**config.mk**
```make
export PLATFORM = sky130hd
export DESIGN_NAME = tce_top
export DESIGN_NICKNAME = d
export VERILOG_FILES = /design/src/verilog/tce_pkg.sv /design/src/verilog/tce_sync.sv /design/src/verilog/tce_outgen.sv /design/src/verilog/tce_top.sv
export SDC_FILE = /design/constraint.sdc
export NUM_CORES = 1
export LEC_CHECK = 0
export BUFFER_PORTS_ARGS = -buffer_cell sky130_fd_sc_hd__buf_2
export CELL_PAD_IN_SITES_DETAIL_PLACEMENT = 0
export CELL_PAD_IN_SITES_GLOBAL_PLACEMENT = 1
export CORE_MARGIN = 2
export CORE_UTILIZATION = 35
export DETAILED_ROUTE_END_ITERATION = 12
export PLACE_DENSITY_LB_ADDON = 0.1
export SYNTH_ARGS = -nofsm -noshare
export SYNTH_HDL_FRONTEND = slang
export SYNTH_SLANG_ARGS = --single-unit
```
**constraint.sdc**
```tcl
create_clock -name clk -period 8.3 [get_ports clk]
set_input_delay 1.66 -clock clk [delete_from_list [all_inputs] [get_ports clk]]
set_output_delay 1.66 -clock clk [all_outputs]
set_load 0.05 [all_outputs]
```
**src/verilog/tce_pkg.sv**
```systemverilog
// Constants, field layouts and carrier types of the timer control block.
// Assumes a single 200 MHz clock and a plain strobe-based register port.
package tce_pkg;

	localparam int TCE_AW = 8;
	localparam int TCE_DW = 32;

	localparam logic [TCE_AW-1:0] TCE_OFS_CNT_LO = 8'h10;
	localparam logic [TCE_AW-1:0] TCE_OFS_CNT_HI = 8'h14;
	localparam logic [TCE_AW-1:0] TCE_OFS_PRD_LO = 8'h18;
	localparam logic [TCE_AW-1:0] TCE_OFS_PRD_HI = 8'h1C;
	localparam logic [TCE_AW-1:0] TCE_OFS_CTRL = 8'h20;
	localparam logic [TCE_AW-1:0] TCE_OFS_GCTRL = 8'h24;

	// Control and global control register field positions
	localparam int TCE_B_UPPER_EN = 22;
	localparam int TCE_B_SRC = 8;
	localparam int TCE_B_LOWER_EN = 6;
	localparam int TCE_B_OUTPUT_PULSE_WIDTH = 4;
	localparam int TCE_B_CP = 3;
	localparam int TCE_B_INVIN = 2;
	localparam int TCE_B_INVOUT = 1;
	localparam int TCE_B_STAT = 0;
	localparam int TCE_B_GMODE = 2;

	localparam logic [31:0] TCE_PRD_RESET = 32'h0000_0000;

	typedef enum logic [1:0] {
		TCE_EN_OFF = 2'b00,
		TCE_EN_ONCE = 2'b01,
		TCE_EN_CONT = 2'b10,
		TCE_EN_RSVD = 2'b11
	} tce_ena_t;

	typedef enum logic [1:0] {
		TCE_GM_64 = 2'b00,
		TCE_GM_UNCH = 2'b01,
		TCE_GM_RSVD = 2'b10,
		TCE_GM_CHAIN = 2'b11
	} tce_gmode_t;

	typedef struct packed {
		tce_ena_t upper_half_enable_select;
		logic lower_count_source_select;
		tce_ena_t lower_half_enable_select;
		logic [1:0] output_pulse_width;
		logic output_clock_or_pulse;
		logic input_invert;
		logic output_invert;
	} tce_ctrl_t;

	localparam tce_ctrl_t TCE_CTRL_RESET = '{TCE_EN_OFF, 1'b0, TCE_EN_OFF, 2'b00, 1'b0, 1'b0, 1'b0};

	typedef struct packed {
		logic [TCE_AW-1:0] addr;
		logic [TCE_DW-1:0] wdata;
		logic wr;
		logic rd;
	} tce_bus_t;

	typedef struct packed {
		logic [63:0] cnt;
		logic done;
		logic hit;
	} tce_step_t;

endpackage

```
**src/verilog/tce_sync.sv**
```systemverilog
// Two-flop synchroniser for the timer input pin.
// Assumes the pin is asynchronous to clk.
`timescale 1ns/1ps
`default_nettype none
module tce_sync
	import tce_pkg::*;
(
	input wire logic clk,
	input wire logic rst_n,
	input wire logic din,
	output logic dout
);
	typedef struct packed {
		logic s1;
		logic s2;
	} tce_sync_st_t;

	tce_sync_st_t st;
	tce_sync_st_t next_st;

	always_comb begin
		next_st.s1 = din;
		next_st.s2 = st.s1;
	end

	always_ff @(posedge clk or negedge rst_n) begin
		if (!rst_n) begin
			st <= '0;
		end else begin
			st <= next_st;
		end
	end

	assign dout = st.s2;
endmodule
`default_nettype wire

```
**src/verilog/tce_outgen.sv**
```systemverilog
// Timer output former: pulse of programmable width or square wave.
// Assumes hit and tick are one-cycle pulses on clk; hit coincides with a tick.
`timescale 1ns/1ps
`default_nettype none
module tce_outgen
	import tce_pkg::*;
(
	input wire logic clk,
	input wire logic rst_n,
	input wire logic hit,
	input wire logic tick,
	input wire logic clock_mode,
	input wire logic [1:0] width,
	output logic level
);
	typedef struct packed {
		logic level;
		logic [1:0] remain;
	} tce_og_st_t;

	tce_og_st_t st;
	tce_og_st_t next_st;

	always_comb begin
		next_st = st;
		if (clock_mode) begin
			next_st.remain = 2'h0;
			if (hit) begin
				next_st.level = !st.level;
			end
		end else if (hit) begin
			next_st.level = 1'b1;
			next_st.remain = width;
		end else if (st.level && tick) begin
			if (st.remain == 2'h0) begin
				next_st.level = 1'b0;
			end else begin
				next_st.remain = st.remain - 2'h1;
			end
		end
	end

	always_ff @(posedge clk or negedge rst_n) begin
		if (!rst_n) begin
			st <= '0;
		end else begin
			st <= next_st;
		end
	end

	assign level = st.level;
endmodule
`default_nettype wire

```
**src/verilog/tce_top.sv**
```systemverilog
// Timer control block: control registers, two 32-bit count halves, output former.
// Assumes a same-clock register master and an asynchronous timer input pin.
`timescale 1ns/1ps
`default_nettype none
module tce_top
	import tce_pkg::*;
(
	input wire logic clk,
	input wire logic rst_n,
	input wire tce_bus_t bus,
	output logic [TCE_DW-1:0] rdata,
	input wire logic timer_in,
	output logic timer_out,
	output logic output_level_status
);
	typedef struct packed {
		tce_ctrl_t ctrl;
		tce_gmode_t gmode;
		logic [31:0] cnt_lo;
		logic [31:0] cnt_hi;
		logic [31:0] prd_lo;
		logic [31:0] prd_hi;
		logic done_lo;
		logic done_hi;
		logic pin_prev;
		logic [TCE_DW-1:0] rdata;
	} tce_st_t;

	tce_st_t st;
	tce_st_t next_st;
	logic pin_sync;
	logic pin_src;
	logic tick_lo;
	logic hit;
	logic level;
	logic pin_level;
	tce_ena_t mode_lo;
	tce_ena_t mode_hi;
	tce_step_t s64;
	tce_step_t slo;
	tce_step_t shi;

	function automatic tce_step_t tce_step(
		input logic [63:0] c,
		input logic [63:0] p,
		input tce_ena_t m,
		input logic d,
		input logic t
	);
		tce_step_t r;
		r.cnt = c;
		r.done = d;
		r.hit = 1'b0;
		if (t && !d) begin
			case (m)
				TCE_EN_ONCE: begin
					if (c == p) begin
						r.done = 1'b1;
					end else begin
						r.cnt = 64'(c + 64'h1);
						r.hit = (r.cnt == p);
						r.done = r.hit;
					end
				end
				TCE_EN_CONT: begin
					if (c == p) begin
						r.cnt = 64'h0;
					end else begin
						r.cnt = 64'(c + 64'h1);
						r.hit = (r.cnt == p);
					end
				end
				default: begin
					r.cnt = c;
				end
			endcase
		end
		return r;
	endfunction

	tce_sync u_sync (
		.clk(clk),
		.rst_n(rst_n),
		.din(timer_in),
		.dout(pin_sync)
	);

	// Count source of the lower half
	assign pin_src = pin_sync ^ st.ctrl.input_invert;
	assign tick_lo = st.ctrl.lower_count_source_select ? (pin_src && !st.pin_prev) : 1'b1;

	always_comb begin
		mode_lo = st.ctrl.lower_half_enable_select;
		mode_hi = TCE_EN_OFF;
		case (st.gmode)
			TCE_GM_UNCH: begin
				mode_hi = st.ctrl.upper_half_enable_select;
			end
			TCE_GM_CHAIN: begin
				mode_hi = st.ctrl.lower_half_enable_select;
				mode_lo = (mode_hi == TCE_EN_ONCE || mode_hi == TCE_EN_CONT) ? TCE_EN_CONT : TCE_EN_OFF;
			end
			TCE_GM_64: begin
				mode_hi = TCE_EN_OFF;
			end
			default: begin
				mode_lo = TCE_EN_OFF;
			end
		endcase
	end

	assign s64 = tce_step({st.cnt_hi, st.cnt_lo}, {st.prd_hi, st.prd_lo}, mode_lo, st.done_lo, tick_lo);
	assign slo = tce_step({32'h0, st.cnt_lo}, {32'h0, st.prd_lo}, mode_lo, st.done_lo, tick_lo);
	assign shi = tce_step({32'h0, st.cnt_hi}, {32'h0, st.prd_hi}, mode_hi, st.done_hi,
		(st.gmode == TCE_GM_CHAIN) ? slo.hit : 1'b1);

	// Period match that forms the timer output
	always_comb begin
		case (st.gmode)
			TCE_GM_64: hit = s64.hit;
			TCE_GM_UNCH: hit = slo.hit;
			TCE_GM_CHAIN: hit = shi.hit;
			default: hit = 1'b0;
		endcase
	end

	tce_outgen u_outgen (
		.clk(clk),
		.rst_n(rst_n),
		.hit(hit),
		.tick(tick_lo),
		.clock_mode(st.ctrl.output_clock_or_pulse),
		.width(st.ctrl.output_pulse_width),
		.level(level)
	);

	// Inversion bit low means inverted
	assign pin_level = level ^ !st.ctrl.output_invert;

	always_comb begin
		next_st = st;
		next_st.pin_prev = pin_src;
		next_st.rdata = '0;
		if (st.gmode == TCE_GM_64) begin
			next_st.cnt_lo = s64.cnt[31:0];
			next_st.cnt_hi = s64.cnt[63:32];
			next_st.done_lo = s64.done;
		end else begin
			next_st.cnt_lo = slo.cnt[31:0];
			next_st.done_lo = (st.gmode == TCE_GM_CHAIN) ? 1'b0 : slo.done;
			next_st.cnt_hi = shi.cnt[31:0];
			next_st.done_hi = shi.done;
			if (st.gmode == TCE_GM_CHAIN) begin
				next_st.done_lo = shi.done;
			end
		end
		if (bus.wr) begin
			case (bus.addr)
				TCE_OFS_CNT_LO: next_st.cnt_lo = bus.wdata;
				TCE_OFS_CNT_HI: next_st.cnt_hi = bus.wdata;
				TCE_OFS_PRD_LO: next_st.prd_lo = bus.wdata;
				TCE_OFS_PRD_HI: next_st.prd_hi = bus.wdata;
				TCE_OFS_CTRL: begin
					next_st.ctrl.upper_half_enable_select = tce_ena_t'(bus.wdata[TCE_B_UPPER_EN +: 2]);
					next_st.ctrl.lower_count_source_select = bus.wdata[TCE_B_SRC];
					next_st.ctrl.lower_half_enable_select = tce_ena_t'(bus.wdata[TCE_B_LOWER_EN +: 2]);
					next_st.ctrl.output_pulse_width = bus.wdata[TCE_B_OUTPUT_PULSE_WIDTH +: 2];
					next_st.ctrl.output_clock_or_pulse = bus.wdata[TCE_B_CP];
					next_st.ctrl.input_invert = bus.wdata[TCE_B_INVIN];
					next_st.ctrl.output_invert = bus.wdata[TCE_B_INVOUT];
					next_st.done_lo = 1'b0;
					next_st.done_hi = 1'b0;
				end
				TCE_OFS_GCTRL: next_st.gmode = tce_gmode_t'(bus.wdata[TCE_B_GMODE +: 2]);
				default: next_st.rdata = '0;
			endcase
		end
		if (bus.rd) begin
			case (bus.addr)
				TCE_OFS_CNT_LO: next_st.rdata = st.cnt_lo;
				TCE_OFS_CNT_HI: next_st.rdata = st.cnt_hi;
				TCE_OFS_PRD_LO: next_st.rdata = st.prd_lo;
				TCE_OFS_PRD_HI: next_st.rdata = st.prd_hi;
				TCE_OFS_CTRL: begin
					next_st.rdata[TCE_B_UPPER_EN +: 2] = st.ctrl.upper_half_enable_select;
					next_st.rdata[TCE_B_SRC] = st.ctrl.lower_count_source_select;
					next_st.rdata[TCE_B_LOWER_EN +: 2] = st.ctrl.lower_half_enable_select;
					next_st.rdata[TCE_B_OUTPUT_PULSE_WIDTH +: 2] = st.ctrl.output_pulse_width;
					next_st.rdata[TCE_B_CP] = st.ctrl.output_clock_or_pulse;
					next_st.rdata[TCE_B_INVIN] = st.ctrl.input_invert;
					next_st.rdata[TCE_B_INVOUT] = st.ctrl.output_invert;
					next_st.rdata[TCE_B_STAT] = pin_level;
				end
				TCE_OFS_GCTRL: next_st.rdata[TCE_B_GMODE +: 2] = st.gmode;
				default: next_st.rdata = '0;
			endcase
		end
	end

	always_ff @(posedge clk or negedge rst_n) begin
		if (!rst_n) begin
			st <= '{TCE_CTRL_RESET, TCE_GM_64, 32'h0, 32'h0, TCE_PRD_RESET, TCE_PRD_RESET,
				1'b0, 1'b0, 1'b0, 32'h0};
		end else begin
			st <= next_st;
		end
	end

	assign rdata = st.rdata;
	assign timer_out = pin_level;
	assign output_level_status = pin_level;
endmodule
`default_nettype wire

```
-- Word level (Yosys, flattened, before mapping)
Index checks and enable logic that the tools add are counted.
- bits in registers: 180
- output and inout bits: 34
- $add $sub $neg: 4
- multiplexer cells: 53
- reduce and logical (&&, ||, !) cells: 24
- bitwise gates (word level): 2
- equal/unequal tests: 22
- operators with widths (cell ; count):
    32-bit two-way mux ; 9
    64-bit two-way mux ; 3
    130-bit two-way mux ; 1
    64-bit == test ; 2
    32-bit case mux with 2 select lines ; 2
    64-bit case mux with 2 select lines ; 1
    34-bit two-way mux ; 2
    32-bit by 1-bit adder with 33-bit output (second input constant) ; 2
    33-bit by 32-bit == test with 1-bit output ; 2
    66-bit two-way mux ; 1
    64-bit by 1-bit adder with 64-bit output (second input constant) ; 1
    32-bit == test ; 2
    13-bit case mux with 4 select lines ; 1
    8-bit by 5-bit == test with 1-bit output (second input constant) ; 4
    8-bit case mux with 4 select lines ; 1
    5-bit case mux with 5 select lines ; 1
    2-bit case mux with 5 select lines ; 2
    1-bit two-way mux ; 19
    8-bit by 6-bit == test with 1-bit output (second input constant) ; 2
    2-bit case mux with 6 select lines ; 1
    2-bit AND reduction ; 5
    3-bit two-way mux ; 3
    2-bit by 1-bit == test with 1-bit output (second input constant) ; 4
    2-bit == test (second input constant) ; 4
    other kinds (15) ; 30

-- Depth between registers and ports, before layout
- depth in word-level cells: 15
- depth in mapped cells: 17
- mapped depth without buffers: 14

-- By module
From an unflattened synthesis, not the netlist that was laid out.
- cells, all modules: 1618
- area, all modules: 13927.1 um2
- by module, submodules not included (module ; times used ; sequential area each (um2) ; area each (um2) ; cells each):
    tce_top ; 1 ; 4379.2 ; 13700.6 ; 1598
    tce_outgen ; 1 ; 75.1 ; 176.4 ; 18
    tce_sync ; 1 ; 50.0 ; 50.0 ; 2

-- Worst setup path before layout
No wires, ideal clock.
- path type: flip-flop to flip-flop
- start point: register st[131] (netlist bit)
- end point: register st[115] (netlist bit)
- buffers on the path: 2
- path slack: 4.309 ns
- data required time: 8.159 ns
- stages on the path, launching flop included: 14
- period minus slack after synthesis: 3.991 ns
- arrival time: 3.850 ns
- cells stage by stage: dfrtp_1 ha_1 nand4_2 or4_1 buf_2 nor3_2 nor3b_1 or4b_1 or4_1 buf_2 o21ba_2 or4_1 o211ai_1 a31oi_1
- RTL lines (what ; line ; text):
    from (decl) ; tce_top.sv:29 ; tce_st_t st;
    from (signal assigned) ; tce_top.sv:202 ; st <= '{TCE_CTRL_RESET, TCE_GM_64, 32'h0, 32'h0, TCE_PRD_RESET, TCE_PRD_RESET,
    from (signal assigned) ; tce_top.sv:205 ; st <= next_st;

==> results.py <==
metrics = {
    "floorplanning": {
        "die_w_um": 204,
        "row_count": 73,
        "die_h_um": 204,
        "coreArea_um2": 39700,
        "pin_count": 79,
        "initial_core_util_pct": 35.4,
        "die-area_um2": 41800,
    },
    "clock_network": {
        "clkSinkCount": 180,
        "clk_latency_ns": 0.52,
        "cts-buffers-inserted": 17,
        "clk_pin_slew_ns": 0.08,
        "hold_buffers": 0,
        "cts_setup_buffers": 0,
        "h-tree-depth": 4,
        "root_buffer": "clkbuf_16",
        "cts_resized": 0,
        "cts_tree": "done",
        "cts_buffer_depth": 2,
    },
    "worst_hold_path": {
        "hp-class": "reg2reg",
    },
    "timing": {
        "maxSlewViolCount": 0,
        "slew_headroom_pct": 8.98,
        "setup_viol": 0,
        "hold_viol": 0,
        "whs_ns": 0.357,
        "period_share_pct": 62.1,
        "tns_ns": 0,
        "fin_skew_ns": 0.0203,
        "layout_setup_ws_ns": 3.14,
        "rsz0062_at_grt": "no",
        "worst_pin_slew_ns": 1.37,
        "min_period_ns": 5.16,
        "fmax_mhz": 194,
    },
    "place": {
        "pre_cts_ws_ns": 3.32,
        "dp.cells": 2133,
        "gp_congestion": 0.960,
        "portBuffers": 78,
        "dp_hpwl_mm": 51.1,
    },
    "synthesis": {
        "synthAdderAreaFrac_pct": 0.889,
        "synthSimpleGateAreaFrac_pct": 23.4,
        "synth_top_family_by_area": "simple AND/OR/NAND/NOR gates",
        "synthMuxAreaShare_pct": 10.5,
        "avgSynthCellArea_um2": 8.46,
        "synth_nets": 1718,
        "syn_area_um2": 14100,
        "yosysUniqueCellTypes": 86,
        "synth_top_area_share_pct": 32.0,
        "synth-async-reset-ratio_pct": 100,
        "synth_xor_area_share_pct": 8.22,
        "ys_ff_latch": 180,
        "seq_area_frac_synth_pct": 32.0,
        "synth_edf_count": 0,
        "ys_warn_count": 0,
        "ys_top_cells_by_area": "dfrtp_1, mux2_2, xnor2_1",
        "yosysMostFrequentCell": "dfrtp_1",
        "synth_flop_cell": "dfrtp_1",
        "synth_top_cell_by_area": "dfrtp_1",
        "synth_commonest_cells": "dfrtp_1, nor2_1, nand2_1, clkbuf_1, mux2_2",
        "synth_compound_area_share_pct": 18.7,
        "syn_inst": 1663,
    },
    "worst_setup_path": {
        "crit_required_ns": 8.74,
        "cp-end-kind": "register",
        "arrival_ns": 5.60,
        "setup.worst_path.start_class": "register",
        "path_class": "reg2reg",
        "cp_max_fo": 20,
    },
    "grt": {
        "grt_first_pass_wirelength_mm": 99.0,
        "grt_max_degree": 68,
        "grt_antenna_before_repair": 0,
        "grt_pass1_vias": 13300,
        "grt_use_total_pct": 33.4,
        "grt-ovfl-total": 0,
    },
    "final_layout": {
        "final_core_util_pct": 38.3,
        "area_delta_synth_final_pct": 8.27,
        "nets": 1682,
        "fin_cells": 2165,
        "drive_above_1_share_pct": 15.9,
        "insertedDiodeCount": 0,
        "fill_cells": 4134,
    },
    "drt": {
        "drt-initial-drc-count": 1741,
        "firstDrtPassIters": 6,
        "postRouteWirelength_mm": 68.6,
        "vias": 14000,
        "drc": 0,
        "ant_nets": 0,
        "via_per_inst": 6.46,
        "wl_per_cell_um": 31.7,
    },
    "power_and_ir_drop": {
        "p_leak_nw": 6.11,
        "cellPowerDensity_nw_per_um2": 232,
        "ir_drop_v": 0.000174,
    },
    "status": {
        "status": "finished, final reports clean",
    },
    "run": {
        "drv_cap": 0,
    },
}
logic make-up (layout without fill, tap and decap cells):
| family | after synthesis | after routing |
|---|---|---|
| AND/OR/NAND/NOR | 627 | 627 |
| adder cells (fa/ha/maj) | 10 | 10 |
| buffers and inverters | 194 | 171 |
| multiplexers | 137 | 137 |
| AO/OA/AOI/OAI | 383 | 383 |
| XOR/XNOR | 132 | 132 |
| flip-flops | 180 | 180 |
metal layers:
metal	GRT usage, %	share of wire (%)
met1	45.4	43
met2	49.5	43
met3	8.23	8.7
met4	16.3	4.7
met5	0	0
where the power goes:
| part | leakage [nW] | switching (W) | internal (W) |
|---|---|---|---|
| combinational | 3.37 | 0.000757 | 0.000503 |
| clock | 0.296 | 0.000466 | 0.000409 |
| sequential | 2.45 | 0.000399 | 0.000999 |
| total | 6.11 | 0.00162 | 0.00191 |
critical path, cell delays in order, from the launching register on:
cell and delay (ns):
dfrtp_1 0.50, ha_1 0.34, nand4_2 0.25, or4_1 0.76, nor3_2 0.27, nor3b_1 0.08
or4b_1 0.49, or4_1 0.74, o21bai_4 0.41, nand2_2 0.44, or4_1 0.62, a31oi_1 0.16
stage by stage:
step / power, W / cell area, µm²
2_1_floorplan: 0.00210 / 14100
3_3_place_gp: 0.00262 / 14600
3_5_place_dp: 0.00261 / 14600
4_1_cts: 0.00351 / 15200
5_1_grt: 0.00371 / 15200
6_report: 0.00353 / 15200
cells in the final DEF (no fill, tap or decap), types with 47 or more instances in the layout:
cell type / n
mux2i_1: 56
dfrtp_1: 180
nor2_1: 151
a31oi_1: 49
nand2_1: 120
nand3_1: 47
xnor2_1: 76
mux2_2: 81
a21oi_1: 76
o21ai_0: 65
buf_2: 77
nor3_1: 52
xor2_1: 56
nand4_1: 49
state kept, by name, indices dropped and copies added (netlist names):
name	flops
u_outgen.level	1
st	143
rdata	32
u_outgen.st	2
u_sync.dout	1
u_sync.next_st	1
cell type report:
cell class / instances / area, µm² / share of cell area [%]
multi-input combinational: 1289 / 8700 / 57.1
sequential: 180 / 4500 / 29.6
clock buffer: 17 / 425 / 2.79
inverter: 25 / 93.8 / 0.616
tap: 525 / 657 / 4.31
clock inverter: 15 / 178 / 1.17
timing repair buffer: 114 / 669 / 4.39
worst paths after layout:
kind | from | to | slack [ns] | cells past startpoint
setup / recovery | st[131] | st[113] | 3.14 | 11
hold reg to reg | u_sync.next_st[0] | u_sync.dout | 0.36 | 0
setup reg to reg | st[131] | st[113] | 3.14 | 11
min in group asynchronous | rst_n | rdata[9] | 1.11 | 1
max in group asynchronous | rst_n | st[108] | 5.80 | 2
hold / removal | u_sync.next_st[0] | u_sync.dout | 0.36 | 0
No activity file was read; power rests on OpenSTA's default activity.
